**src/verilog/hm_pkg.sv**
```systemverilog
`default_nettype none
package hm_pkg;
    // device register byte offsets, 16-bit words at even addresses
    localparam logic [7:0] A_UMUL_16 = 8'h00; // unsigned_multiply_entry
    localparam logic [7:0] A_SMUL_16 = 8'h02; // signed_multiply_entry
    localparam logic [7:0] A_UMAC_16 = 8'h04; // unsigned_accumulate_entry
    localparam logic [7:0] A_SMAC_16 = 8'h06; // signed_accumulate_entry
    localparam logic [7:0] A_OP2_16 = 8'h08; // second_operand_16
    localparam logic [7:0] A_LEG_LO = 8'h0A; // legacy_result_low
    localparam logic [7:0] A_LEG_HI = 8'h0C; // legacy_result_high
    localparam logic [7:0] A_SUM_EXTENSION = 8'h0E; // sum_extension
    localparam logic [7:0] A_UMUL_LO = 8'h10;
    localparam logic [7:0] A_UMUL_HI = 8'h12;
    localparam logic [7:0] A_SMUL_LO = 8'h14;
    localparam logic [7:0] A_SMUL_HI = 8'h16;
    localparam logic [7:0] A_UMAC_LO = 8'h18;
    localparam logic [7:0] A_UMAC_HI = 8'h1A;
    localparam logic [7:0] A_SMAC_LO = 8'h1C;
    localparam logic [7:0] A_SMAC_HI = 8'h1E;
    localparam logic [7:0] A_OP2_LO = 8'h20; // second_operand_low
    localparam logic [7:0] A_OP2_HI = 8'h22; // second_operand_high
    localparam logic [7:0] A_RESULT_WORD_0 = 8'h24; // result_word_0, words 1..3 follow
    localparam logic [7:0] A_CTL0 = 8'h2C; // multiplier_control_0
    // multiplier_control_0 bit positions
    localparam int CTL_DLY_EN = 0; // delayed_write_enable
    localparam int CTL_DLY32 = 1; // delay_until_32bit_select
    localparam int CTL_CARRY = 2; // product_carry_flag, read only
    localparam int CTL_OP1W = 3; // first operand is 32 bits, read only
    localparam int CTL_OP2W = 4; // second operand is 32 bits, read only
    // latencies {carry, word3, word2, word1, word0} in clock cycles
    localparam logic [19:0] LAT_N_N = 20'h34433;
    localparam logic [19:0] LAT_W_N = 20'h77653;
    localparam logic [19:0] LAT_N_W = 20'h44433;
    localparam logic [19:0] LAT_W_W = 20'h66533;
    localparam logic [15:0] REG_RST = 16'h0000;
    // operation modes: bit0 signed, bit1 accumulate
    typedef enum logic [1:0] {
        HM_UMUL = 2'b00,
        HM_SMUL = 2'b01,
        HM_UMAC = 2'b10,
        HM_SMAC = 2'b11
    } hm_mode_e;
    // avalon word indices of the controller
    localparam logic [1:0] AV_DATA = 2'h0;
    localparam logic [1:0] AV_CMD = 2'h1;
    localparam logic [1:0] AV_STAT = 2'h2;
    localparam logic [1:0] AV_RDATA = 2'h3;
    localparam int CMD_READ = 8; // command bit: 1 read, 0 write
    localparam int CMD_BYTE = 9; // command bit: byte access
    typedef enum logic [1:0] {
        CPU_IDLE = 2'b00,
        CPU_ISSUE = 2'b01,
        CPU_CAPT = 2'b10
    } hm_cpu_e;
endpackage
`default_nettype wire

```
**src/verilog/hm_bus_if.sv**
```systemverilog
`timescale 1ns/1ps
`default_nettype none
interface hm_bus_if;
    logic wr; // write request, held until taken
    logic rd; // read request
    logic bsel; // byte access
    logic [7:0] addr;
    logic [15:0] wdata;
    logic [15:0] rdata; // valid the cycle after a read is taken
    logic stall; // delayed write in force
    modport dev (input wr, rd, bsel, addr, wdata, output rdata, stall);
    modport cpu (output wr, rd, bsel, addr, wdata, input rdata, stall);
endinterface
`default_nettype wire

```
**src/verilog/hm_dev.sv**
```systemverilog
// How it works
// - low-word first-operand write selects mode only
// - first operand wide only after high-word write
// - first operand and mode kept between operations
// - twelve first-operand addresses, four modes
// - 16-bit second operand write starts operation
// - low second word held, high word starts
// - lone second-operand high write is ignored
// - byte writes sign-extended in signed modes
// - 24-bit high byte follows low-word signedness
// - stored high word kept, ignored when narrow
// - operand change mid-operation invalidates pending words
// - delayed write stalls until 64/32 result
// - 64-bit result, signed modes sign-extended
// - software preloads signed accumulate sign-extended
// - software leaves result words alone while busy
// - legacy low/high alias result words 0, 1
// - sign/carry from 32 or 64 bits
// - unsigned multiply: extension 0, carry 0
// - signed modes: extension is sign
// - unsigned accumulate: extension and carry mirror
// - accumulate carry reported, never fed back
// - software detects signed accumulate overflow itself
// - narrow result words 0, 1 readable three cycles later, words 2, 3 after four
//
// Decided for this implementation: the address map and the Avalon-MM interface to the registers.
`timescale 1ns/1ps
`default_nettype none
module hm_dev (
    input wire logic clk_sys_i,
    input wire logic rst_i,
    hm_bus_if.dev bus,
    output logic busy_o,
    output logic carry_o
);
    // operand and mode state
    logic [15:0] op1_lo_ff, op1_hi_ff, op2_lo_ff, op2_hi_ff;
    logic op1_wide_ff, op2_wide_ff, expect_hi_ff;
    hm_pkg::hm_mode_e mode_ff;
    // computation tracking
    logic [63:0] base_ff, pend_ff;
    logic [15:0] psx_ff, sum_extension_ff, rdata_ff;
    logic pcy_ff, carry_ff, busy_ff, stall_ff, dly_en_ff, dly32_ff;
    logic [19:0] lat_ff;
    logic [3:0] cnt_ff;
    logic [15:0] res_ff [0:3];
    // decoded write events
    logic wr_ok, op1_lo_wr, op1_hi_wr, op2_go, second_operand_low_wr, second_operand_high_go, start;
    logic sgn;
    hm_pkg::hm_mode_e wmode;
    logic [15:0] wval;
    logic [63:0] a64, b64, prod, base, res_new, cur_res;
    logic [64:0] s65;
    logic [32:0] s33;
    logic [31:0] r32;
    logic narrow, op2w, sign, cy, nxt_stall;
    logic [15:0] sx, b_hi;
    logic [19:0] lat_new;

    // writes are held off while the delayed-write stall stands
    assign wr_ok = bus.wr && !stall_ff;
    assign cur_res = {res_ff[3], res_ff[2], res_ff[1], res_ff[0]};

    // address decode of first-operand entries and their modes
    always_comb begin
        op1_lo_wr = 1'b0;
        op1_hi_wr = 1'b0;
        wmode = mode_ff;
        case (bus.addr)
            hm_pkg::A_UMUL_16, hm_pkg::A_UMUL_LO: begin
                op1_lo_wr = 1'b1;
                wmode = hm_pkg::HM_UMUL;
            end
            hm_pkg::A_SMUL_16, hm_pkg::A_SMUL_LO: begin
                op1_lo_wr = 1'b1;
                wmode = hm_pkg::HM_SMUL;
            end
            hm_pkg::A_UMAC_16, hm_pkg::A_UMAC_LO: begin
                op1_lo_wr = 1'b1;
                wmode = hm_pkg::HM_UMAC;
            end
            hm_pkg::A_SMAC_16, hm_pkg::A_SMAC_LO: begin
                op1_lo_wr = 1'b1;
                wmode = hm_pkg::HM_SMAC;
            end
            hm_pkg::A_UMUL_HI, hm_pkg::A_SMUL_HI,
            hm_pkg::A_UMAC_HI, hm_pkg::A_SMAC_HI: op1_hi_wr = 1'b1;
            default: op1_lo_wr = 1'b0;
        endcase
        op1_lo_wr = op1_lo_wr && wr_ok;
        op1_hi_wr = op1_hi_wr && wr_ok;
    end

    assign op2_go = wr_ok && bus.addr == hm_pkg::A_OP2_16;
    assign second_operand_low_wr = wr_ok && bus.addr == hm_pkg::A_OP2_LO;
    // high second word counts only after a low one
    assign second_operand_high_go = wr_ok && bus.addr == hm_pkg::A_OP2_HI
        && expect_hi_ff;
    assign start = op2_go || second_operand_high_go;

    // byte data extension; high word of a 24-bit value uses stored mode
    assign sgn = op1_lo_wr ? wmode[0] : mode_ff[0];
    assign wval = bus.bsel ? {{8{sgn && bus.wdata[7]}}, bus.wdata[7:0]}
        : bus.wdata;

    // product and accumulation of the operation being started
    always_comb begin
        op2w = second_operand_high_go;
        b_hi = wval;
        narrow = !op1_wide_ff && !op2w;
        a64 = op1_wide_ff
            ? {{32{mode_ff[0] && op1_hi_ff[15]}}, op1_hi_ff, op1_lo_ff}
            : {{48{mode_ff[0] && op1_lo_ff[15]}}, op1_lo_ff};
        b64 = op2w ? {{32{mode_ff[0] && b_hi[15]}}, b_hi, op2_lo_ff}
            : {{48{mode_ff[0] && wval[15]}}, wval};
        prod = a64 * b64;
        // accumulation base is the result words now, or as held at the low second-word write
        base = second_operand_high_go ? base_ff : cur_res;
        s65 = {1'b0, base} + {1'b0, prod};
        s33 = {1'b0, base[31:0]} + {1'b0, prod[31:0]};
        r32 = mode_ff[1] ? s33[31:0] : prod[31:0];
        if (narrow) begin
            res_new = {{32{mode_ff[0] && r32[31]}}, r32};
        end else begin
            res_new = mode_ff[1] ? s65[63:0] : prod;
        end
        sign = narrow ? res_new[31] : res_new[63];
        // carry out is reported only, never added into later sums
        cy = mode_ff[1] ? (narrow ? s33[32] : s65[64]) : 1'b0;
        case (mode_ff)
            hm_pkg::HM_UMUL: sx = 16'h0000;
            hm_pkg::HM_UMAC: sx = {15'h0000, cy};
            default: sx = {16{sign}};
        endcase
        if (mode_ff == hm_pkg::HM_SMUL) begin
            cy = sign;
        end
        if (narrow) begin
            lat_new = hm_pkg::LAT_N_N;
        end else if (!op2w) begin
            lat_new = hm_pkg::LAT_W_N;
        end else begin
            lat_new = op1_wide_ff ? hm_pkg::LAT_W_W : hm_pkg::LAT_N_W;
        end
    end

    // first operand: low write sets mode and narrows, high widens
    always_ff @(posedge clk_sys_i or posedge rst_i) begin
        if (rst_i) begin
            op1_lo_ff <= hm_pkg::REG_RST;
            op1_hi_ff <= hm_pkg::REG_RST;
            op1_wide_ff <= 1'b0;
            mode_ff <= hm_pkg::HM_UMUL;
        end else if (op1_lo_wr) begin
            op1_lo_ff <= wval;
            mode_ff <= wmode;
            op1_wide_ff <= 1'b0;
        end else if (op1_hi_wr) begin
            op1_hi_ff <= wval;
            op1_wide_ff <= 1'b1;
        end
    end

    // second operand words and the wait for a high word
    always_ff @(posedge clk_sys_i or posedge rst_i) begin
        if (rst_i) begin
            op2_lo_ff <= hm_pkg::REG_RST;
            op2_hi_ff <= hm_pkg::REG_RST;
            op2_wide_ff <= 1'b0;
            expect_hi_ff <= 1'b0;
            base_ff <= 64'h0000000000000000;
        end else if (op2_go) begin
            op2_lo_ff <= wval;
            op2_wide_ff <= 1'b0;
            expect_hi_ff <= 1'b0;
        end else if (second_operand_low_wr) begin
            op2_lo_ff <= wval;
            expect_hi_ff <= 1'b1;
            base_ff <= cur_res;
        end else if (second_operand_high_go) begin
            op2_hi_ff <= wval;
            op2_wide_ff <= 1'b1;
            expect_hi_ff <= 1'b0;
        end
    end

    // latency counter; operand changes cancel words not yet written
    always_ff @(posedge clk_sys_i or posedge rst_i) begin
        if (rst_i) begin
            busy_ff <= 1'b0;
            cnt_ff <= 4'h0;
            lat_ff <= 20'h00000;
            pend_ff <= 64'h0000000000000000;
            pcy_ff <= 1'b0;
            psx_ff <= hm_pkg::REG_RST;
        end else if (start) begin
            busy_ff <= 1'b1;
            cnt_ff <= 4'h1;
            lat_ff <= lat_new;
            pend_ff <= res_new;
            pcy_ff <= cy;
            psx_ff <= sx;
        end else if (op1_lo_wr || op1_hi_wr || second_operand_low_wr) begin
            busy_ff <= 1'b0;
        end else if (busy_ff) begin
            cnt_ff <= cnt_ff + 4'h1;
            if (cnt_ff == lat_ff[15:12]) begin
                busy_ff <= 1'b0;
            end
        end
    end

    // result words fill in as their latency elapses
    genvar k;
    generate
        for (k = 0; k < 4; k++) begin : g_res
            logic sw_hit;
            assign sw_hit = wr_ok && (bus.addr == 8'(hm_pkg::A_RESULT_WORD_0 + 2 * k)
                || (k < 2 && bus.addr == 8'(hm_pkg::A_LEG_LO + 2 * k)));
            always_ff @(posedge clk_sys_i or posedge rst_i) begin
                if (rst_i) begin
                    res_ff[k] <= hm_pkg::REG_RST;
                end else if (sw_hit) begin
                    res_ff[k] <= wval;
                end else if (busy_ff && !start
                        && cnt_ff == lat_ff[4*k +: 4]) begin
                    res_ff[k] <= pend_ff[16*k +: 16];
                end
            end
        end
    endgenerate

    // sum extension and carry arrive with their own latency
    always_ff @(posedge clk_sys_i or posedge rst_i) begin
        if (rst_i) begin
            sum_extension_ff <= hm_pkg::REG_RST;
            carry_ff <= 1'b0;
        end else if (busy_ff && !start && cnt_ff == lat_ff[19:16]) begin
            sum_extension_ff <= psx_ff;
            carry_ff <= pcy_ff;
        end
    end

    // control bits and the registered stall
    assign nxt_stall = dly_en_ff && (start || (busy_ff
        && cnt_ff < (dly32_ff ? lat_ff[7:4] : lat_ff[15:12])));
    always_ff @(posedge clk_sys_i or posedge rst_i) begin
        if (rst_i) begin
            dly_en_ff <= 1'b0;
            dly32_ff <= 1'b0;
            stall_ff <= 1'b0;
        end else begin
            stall_ff <= nxt_stall;
            if (wr_ok && bus.addr == hm_pkg::A_CTL0) begin
                dly_en_ff <= wval[hm_pkg::CTL_DLY_EN];
                dly32_ff <= wval[hm_pkg::CTL_DLY32];
            end
        end
    end

    // read data, one cycle after the read is taken
    always_ff @(posedge clk_sys_i or posedge rst_i) begin
        if (rst_i) begin
            rdata_ff <= hm_pkg::REG_RST;
        end else if (bus.rd) begin
            case (bus.addr)
                hm_pkg::A_RESULT_WORD_0, hm_pkg::A_LEG_LO: rdata_ff <= res_ff[0];
                8'h26, hm_pkg::A_LEG_HI: rdata_ff <= res_ff[1];
                8'h28: rdata_ff <= res_ff[2];
                8'h2A: rdata_ff <= res_ff[3];
                hm_pkg::A_SUM_EXTENSION: rdata_ff <= sum_extension_ff;
                hm_pkg::A_CTL0: rdata_ff <= {11'h000, op2_wide_ff,
                    op1_wide_ff, carry_ff, dly32_ff, dly_en_ff};
                default: rdata_ff <= 16'h0000; // unmapped reads zero
            endcase
        end
    end

    assign bus.rdata = rdata_ff;
    assign bus.stall = stall_ff;
    assign busy_o = busy_ff;
    assign carry_o = carry_ff;
endmodule
`default_nettype wire

```
**src/flat_wrapper.sv**
```systemverilog
// flat-port wrapper written by rule: the top's interface ports become plain ports
module hm_dev_flat 
  (clk_sys_i, rst_i, busy_o, carry_o, bus_wr, bus_rd, bus_bsel, bus_addr, bus_wdata, bus_rdata, bus_stall);
  hm_bus_if bus_i ();
  input wire logic clk_sys_i;
  input wire logic rst_i;
  output logic busy_o;
  output logic carry_o;
  input wire logic [$bits(bus_i.wr)-1:0] bus_wr;
  input wire logic [$bits(bus_i.rd)-1:0] bus_rd;
  input wire logic [$bits(bus_i.bsel)-1:0] bus_bsel;
  input wire logic [$bits(bus_i.addr)-1:0] bus_addr;
  input wire logic [$bits(bus_i.wdata)-1:0] bus_wdata;
  output wire logic [$bits(bus_i.rdata)-1:0] bus_rdata;
  output wire logic [$bits(bus_i.stall)-1:0] bus_stall;
  assign bus_i.wr = bus_wr;
  assign bus_i.rd = bus_rd;
  assign bus_i.bsel = bus_bsel;
  assign bus_i.addr = bus_addr;
  assign bus_i.wdata = bus_wdata;
  assign bus_rdata = bus_i.rdata;
  assign bus_stall = bus_i.stall;
  hm_dev u_core (.clk_sys_i(clk_sys_i), .rst_i(rst_i), .bus(bus_i), .busy_o(busy_o), .carry_o(carry_o));
endmodule
```
**config.mk**
```make
export PLATFORM = sky130hd
export DESIGN_NAME = hm_dev_flat
export DESIGN_NICKNAME = d
export VERILOG_FILES = /design/src/verilog/hm_pkg.sv /design/src/verilog/hm_bus_if.sv /design/src/verilog/hm_dev.sv /design/src/flat_wrapper.sv
export SDC_FILE = /design/constraint.sdc
export NUM_CORES = 2
export LEC_CHECK = 0
export BUFFER_PORTS_ARGS = -buffer_cell sky130_fd_sc_hd__buf_2
export CORE_MARGIN = 2
export CORE_UTILIZATION = 45
export DETAILED_ROUTE_END_ITERATION = 8
export SETUP_SLACK_MARGIN = 0.5
export SLEW_MARGIN = 30
export SYNTH_ARGS = -nofsm -noshare
export SYNTH_HDL_FRONTEND = slang
export SYNTH_SLANG_ARGS = --single-unit
```
**constraint.sdc**
```tcl
create_clock -name clk_sys_i -period 33.4 [get_ports clk_sys_i]
set_input_delay 8.35 -clock clk_sys_i [delete_from_list [all_inputs] [get_ports clk_sys_i]]
set_output_delay 8.35 -clock clk_sys_i [all_outputs]
set_load 0.05 [all_outputs]
```
==> impl_metrics.xml <==
<?xml version="1.0" encoding="UTF-8"?>
<metrics>
  <group name="setup_path">
    <metric name="cp_data_arrival_time" unit="ps">21680</metric>
    <metric name="cpMostUsedCell" unit="">fa_1</metric>
    <metric name="critical_path.startpoint_type" unit="">input port</metric>
    <metric name="critPathLaunch" unit="">bus_wr</metric>
    <metric name="slowest_cell_on_crit_path" unit="">nor2b_1</metric>
    <metric name="path_class" unit="">input port to flop</metric>
    <metric name="largest_fanout_of_any_net_on_the_critical_path" unit="">16</metric>
    <metric name="timing.reg2reg.worst_path_depth" unit="">40</metric>
    <metric name="r2r_start" unit="">u_core.bus.stall$_DFF_PP0_</metric>
    <metric name="critical_path_required" unit="ps">33920</metric>
    <metric name="register_to_register_setup_slack" unit="ps">19740</metric>
    <metric name="maximum_cell_stage_delay_along_the_critical_path" unit="ps">630</metric>
    <metric name="worstSetupEndpointType" unit="">flop</metric>
    <metric name="capture_point_of_the_worst_reg_to_reg_path" unit="">u_core.pend_ff[54]$_DFFE_PP0N_</metric>
  </group>
  <group name="cts">
    <metric name="clk_root_buffer_cell" unit="">clkbuf_16</metric>
    <metric name="cts_setup_buffers" unit="">0</metric>
    <metric name="clk_pin_slew_worst_paths" unit="ps">60</metric>
    <metric name="cts_tree" unit="">done</metric>
    <metric name="tritoncts.num_buffers" unit="">35</metric>
    <metric name="cts_buffer_depth" unit="">3</metric>
    <metric name="clkLatencyLatePin" unit="ps">580</metric>
    <metric name="cts.repair.resized" unit="">0</metric>
    <metric name="clock_sinks" unit="">283</metric>
    <metric name="htree_num_levels" unit="">2</metric>
    <metric name="cts_hold_repair_buffers" unit="">0</metric>
  </group>
  <group name="drt">
    <metric name="vias" unit="">43643</metric>
    <metric name="total_routed_length" unit="mm">186</metric>
    <metric name="wire_per_inst" unit="um">24.0</metric>
    <metric name="drt-vias-per-instance" unit="">5.64</metric>
    <metric name="detail_route.iter0.violations" unit="">4108</metric>
    <metric name="number_of_iterations_in_the_first_detailed_routing_pass" unit="">6</metric>
    <metric name="antenna_viol_nets_final" unit="">0</metric>
    <metric name="drc" unit="">0</metric>
  </group>
  <group name="synth">
    <metric name="postSynth.topFlopCell" unit="">dfrtp_1</metric>
    <metric name="synth_commonest_cells" unit="">fa_1, inv_1, nand2_1</metric>
    <metric name="seq_area_frac_synth" unit="">0.127</metric>
    <metric name="synth_most_common_cell" unit="">fa_1</metric>
    <metric name="netlist.area_leader.share" unit="">0.406</metric>
    <metric name="synth_top_area_cell" unit="">fa_1</metric>
    <metric name="synth-compound-area-share" unit="">0.0865</metric>
    <metric name="adder_cell_fraction_of_synth_area" unit="">0.469</metric>
    <metric name="async_set_or_reset_register_ratio_after_synthesis" unit="">1.00</metric>
    <metric name="synth.lib_cells_used.distinct" unit="">96</metric>
    <metric name="number_of_synthesized_flops_with_an_enable_pin" unit="">0</metric>
    <metric name="synthesized_flop_and_latch_total" unit="">283</metric>
    <metric name="synth_cells" unit="">6214</metric>
    <metric name="synth-warning-count" unit="">0</metric>
    <metric name="synthMuxAreaShare" unit="">0.0377</metric>
    <metric name="post_synth_main_area_contributors" unit="">fa_1, dfrtp_1, inv_1</metric>
    <metric name="syn_area" unit="um^2">55500</metric>
    <metric name="syn-num-nets" unit="">7650</metric>
    <metric name="postSynthAreaPerCell" unit="um^2">8.94</metric>
    <metric name="synth_xor_area_frac" unit="">0.0223</metric>
    <metric name="dominant_combinational_cell_family_by_area_after_synthesis" unit="">adder cells</metric>
    <metric name="synthSimpleGateAreaFrac" unit="">0.160</metric>
  </group>
  <group name="global_route">
    <metric name="grt_first_pass_wirelength" unit="mm">286</metric>
    <metric name="grt_max_degree" unit="">170</metric>
    <metric name="antenna_found_initial" unit="">9</metric>
    <metric name="first_global_vias" unit="">45549</metric>
    <metric name="groute.usage.overall" unit="">0.301</metric>
    <metric name="global_route.overflow_total" unit="">0</metric>
  </group>
  <group name="timing">
    <metric name="fin_worst_skew" unit="ps">25.1</metric>
    <metric name="final_report_max_slew_violation_count" unit="">0</metric>
    <metric name="setup_tns" unit="ps">0</metric>
    <metric name="maximum_achievable_frequency" unit="GHz">0.0473</metric>
    <metric name="fraction_of_the_cycle_the_final_worst_path_needs" unit="">0.633</metric>
    <metric name="final-hold-violation-count" unit="">0</metric>
    <metric name="rsz0062_at_grt" unit="">no</metric>
    <metric name="timing_worst_slew_pin_value" unit="ps">1090</metric>
    <metric name="finalCriticalPeriod" unit="ps">21160</metric>
    <metric name="max-slew-margin-rel" unit="">0.274</metric>
    <metric name="final_report_setup_violation_count" unit="">0</metric>
  </group>
  <group name="hold_path">
    <metric name="worstHoldPathType" unit="">flop to flop</metric>
    <metric name="min_delay_path_depth" unit="">2</metric>
    <metric name="hold_path.startpoint" unit="">u_core.pend_ff[5]$_DFFE_PP0N_</metric>
    <metric name="timing.hold.worst_endpoint" unit="">u_core.pend_ff[5]$_DFFE_PP0N_</metric>
  </group>
  <group name="floorplan">
    <metric name="design.die.area" unit="um^2">126000</metric>
    <metric name="std_cell_rows" unit="">128</metric>
    <metric name="design.portCount" unit="">48</metric>
    <metric name="floorplan.initialDensity" unit="">0.455</metric>
    <metric name="area_of_the_core_region" unit="um^2">122000</metric>
    <metric name="die_y" unit="um">355</metric>
    <metric name="die_width" unit="um">355</metric>
  </group>
  <group name="final_layout">
    <metric name="post_route_cells_drive_above_1_share" unit="">0.0653</metric>
    <metric name="area.growth.synth_to_final" unit="%">6.00</metric>
    <metric name="final.fill_count" unit="">11743</metric>
    <metric name="fin_nets" unit="">7520</metric>
  </group>
  <group name="placement">
    <metric name="gp_routability_congestion" unit="">0.922</metric>
    <metric name="hpwl" unit="mm">143</metric>
    <metric name="portbufs" unit="">47</metric>
  </group>
  <group name="flow_run">
    <metric name="max_cap_violations" unit="">0</metric>
  </group>
  <group name="run_status">
    <metric name="outcome" unit="">complete, no violations</metric>
  </group>
</metrics>
how the worst max path moves through the flow:
stage,endpoint,slack (ps),depth (start not counted)
after floorplan,u_core.pend_ff[54]$_DFFE_PP0N_,14530,44
after CTS,u_core.pend_ff[54]$_DFFE_PP0N_,12420,41
after global placement,u_core.pend_ff[54]$_DFFE_PP0N_,11780,41
after detailed placement,u_core.pend_ff[54]$_DFFE_PP0N_,11870,41
after global routing,u_core.pend_ff[54]$_DFFE_PP0N_,11640,41
final,u_core.pend_ff[54]$_DFFE_PP0N_,12240,41
state kept, by name (all words and copies together), names as in the netlist, 2 cells and up:
name                     count
u_core.cur_res              64
u_core.op1_hi_ff            16
u_core.sum_extension_ff      2
u_core.psx_ff                2
u_core.mode_ff               2
u_core.cnt_ff                4
u_core.op1_lo_ff            16
u_core.op2_lo_ff            16
u_core.lat_ff                8
u_core.base_ff              64
u_core.bus.rdata            16
u_core.pend_ff              64
cell usage in the layout (no fill, tap or decap), types with 87 or more instances in the layout:
| cell type | n |
|---|---|
| buf_4 | 119 |
| inv_1 | 1078 |
| fa_1 | 1125 |
| o21ai_0 | 161 |
| mux2_2 | 94 |
| xnor2_1 | 87 |
| mux2i_1 | 100 |
| dfrtp_1 | 278 |
| nand2_1 | 1047 |
| a21oi_1 | 253 |
| and2_1 | 312 |
| ha_1 | 281 |
| nor2_1 | 416 |
worst max-delay path: cells and delay by family:
| family | cells | cell delay [ps] |
|---|---|---|
| fa+ha+maj | 10 | 4970 |
| simple gates | 12 | 3920 |
| xor+xnor | 1 | 400 |
| compound gates | 10 | 2950 |
| mux | 1 | 140 |
| buf+inv | 7 | 890 |
cell type report:
| type | count | area [um^2] | area share |
|---|---|---|---|
| diodes | 3 | 7.51 | 0.000128 |
| clock buffers | 49 | 998 | 0.0170 |
| clock inverters | 12 | 231 | 0.00393 |
| inverters | 1080 | 4060 | 0.0690 |
| multi-input cells | 4515 | 43300 | 0.735 |
| flip-flops and latches | 283 | 7090 | 0.120 |
| well taps | 1625 | 2030 | 0.0345 |
| repair buffers | 169 | 1200 | 0.0204 |
kinds of logic (layout without fill, tap and decap cells):
| family | after synthesis | count (layout) |
|---|---|---|
| xor gates and xnor gates | 139 | 139 |
| AOI/OAI and AO/OA | 764 | 764 |
| and+or+nand+nor | 2009 | 2009 |
| other | 0 | 3 |
| DFF | 283 | 283 |
| adders and majority gates | 1407 | 1407 |
| muxes | 196 | 196 |
| buffers and inverters | 1416 | 1310 |
per-layer routing:
layer  global-route usage  wire [um]
met1                0.412      76300
met2                0.491      87700
met4               0.0995       7040
met5                    0          0
met3               0.0466      14800
metrics by stage:
step	instances	instance area, um^2	hold WS (ps)	utilization	worst slack, ps
floorplan	6214	55500	449	-	14530
global placement	7670	57500	465	0.471	11780
detailed placement	7670	57600	475	0.471	11870
CTS	7731	58800	488	0.481	12420
global route	7733	58900	505	0.482	11640
finish	7736	58900	480	0.482	12240
Power is left out: the tool's default activity adds up to more than one toggle a clock period on the data nets, which glitch-free logic cannot reach.
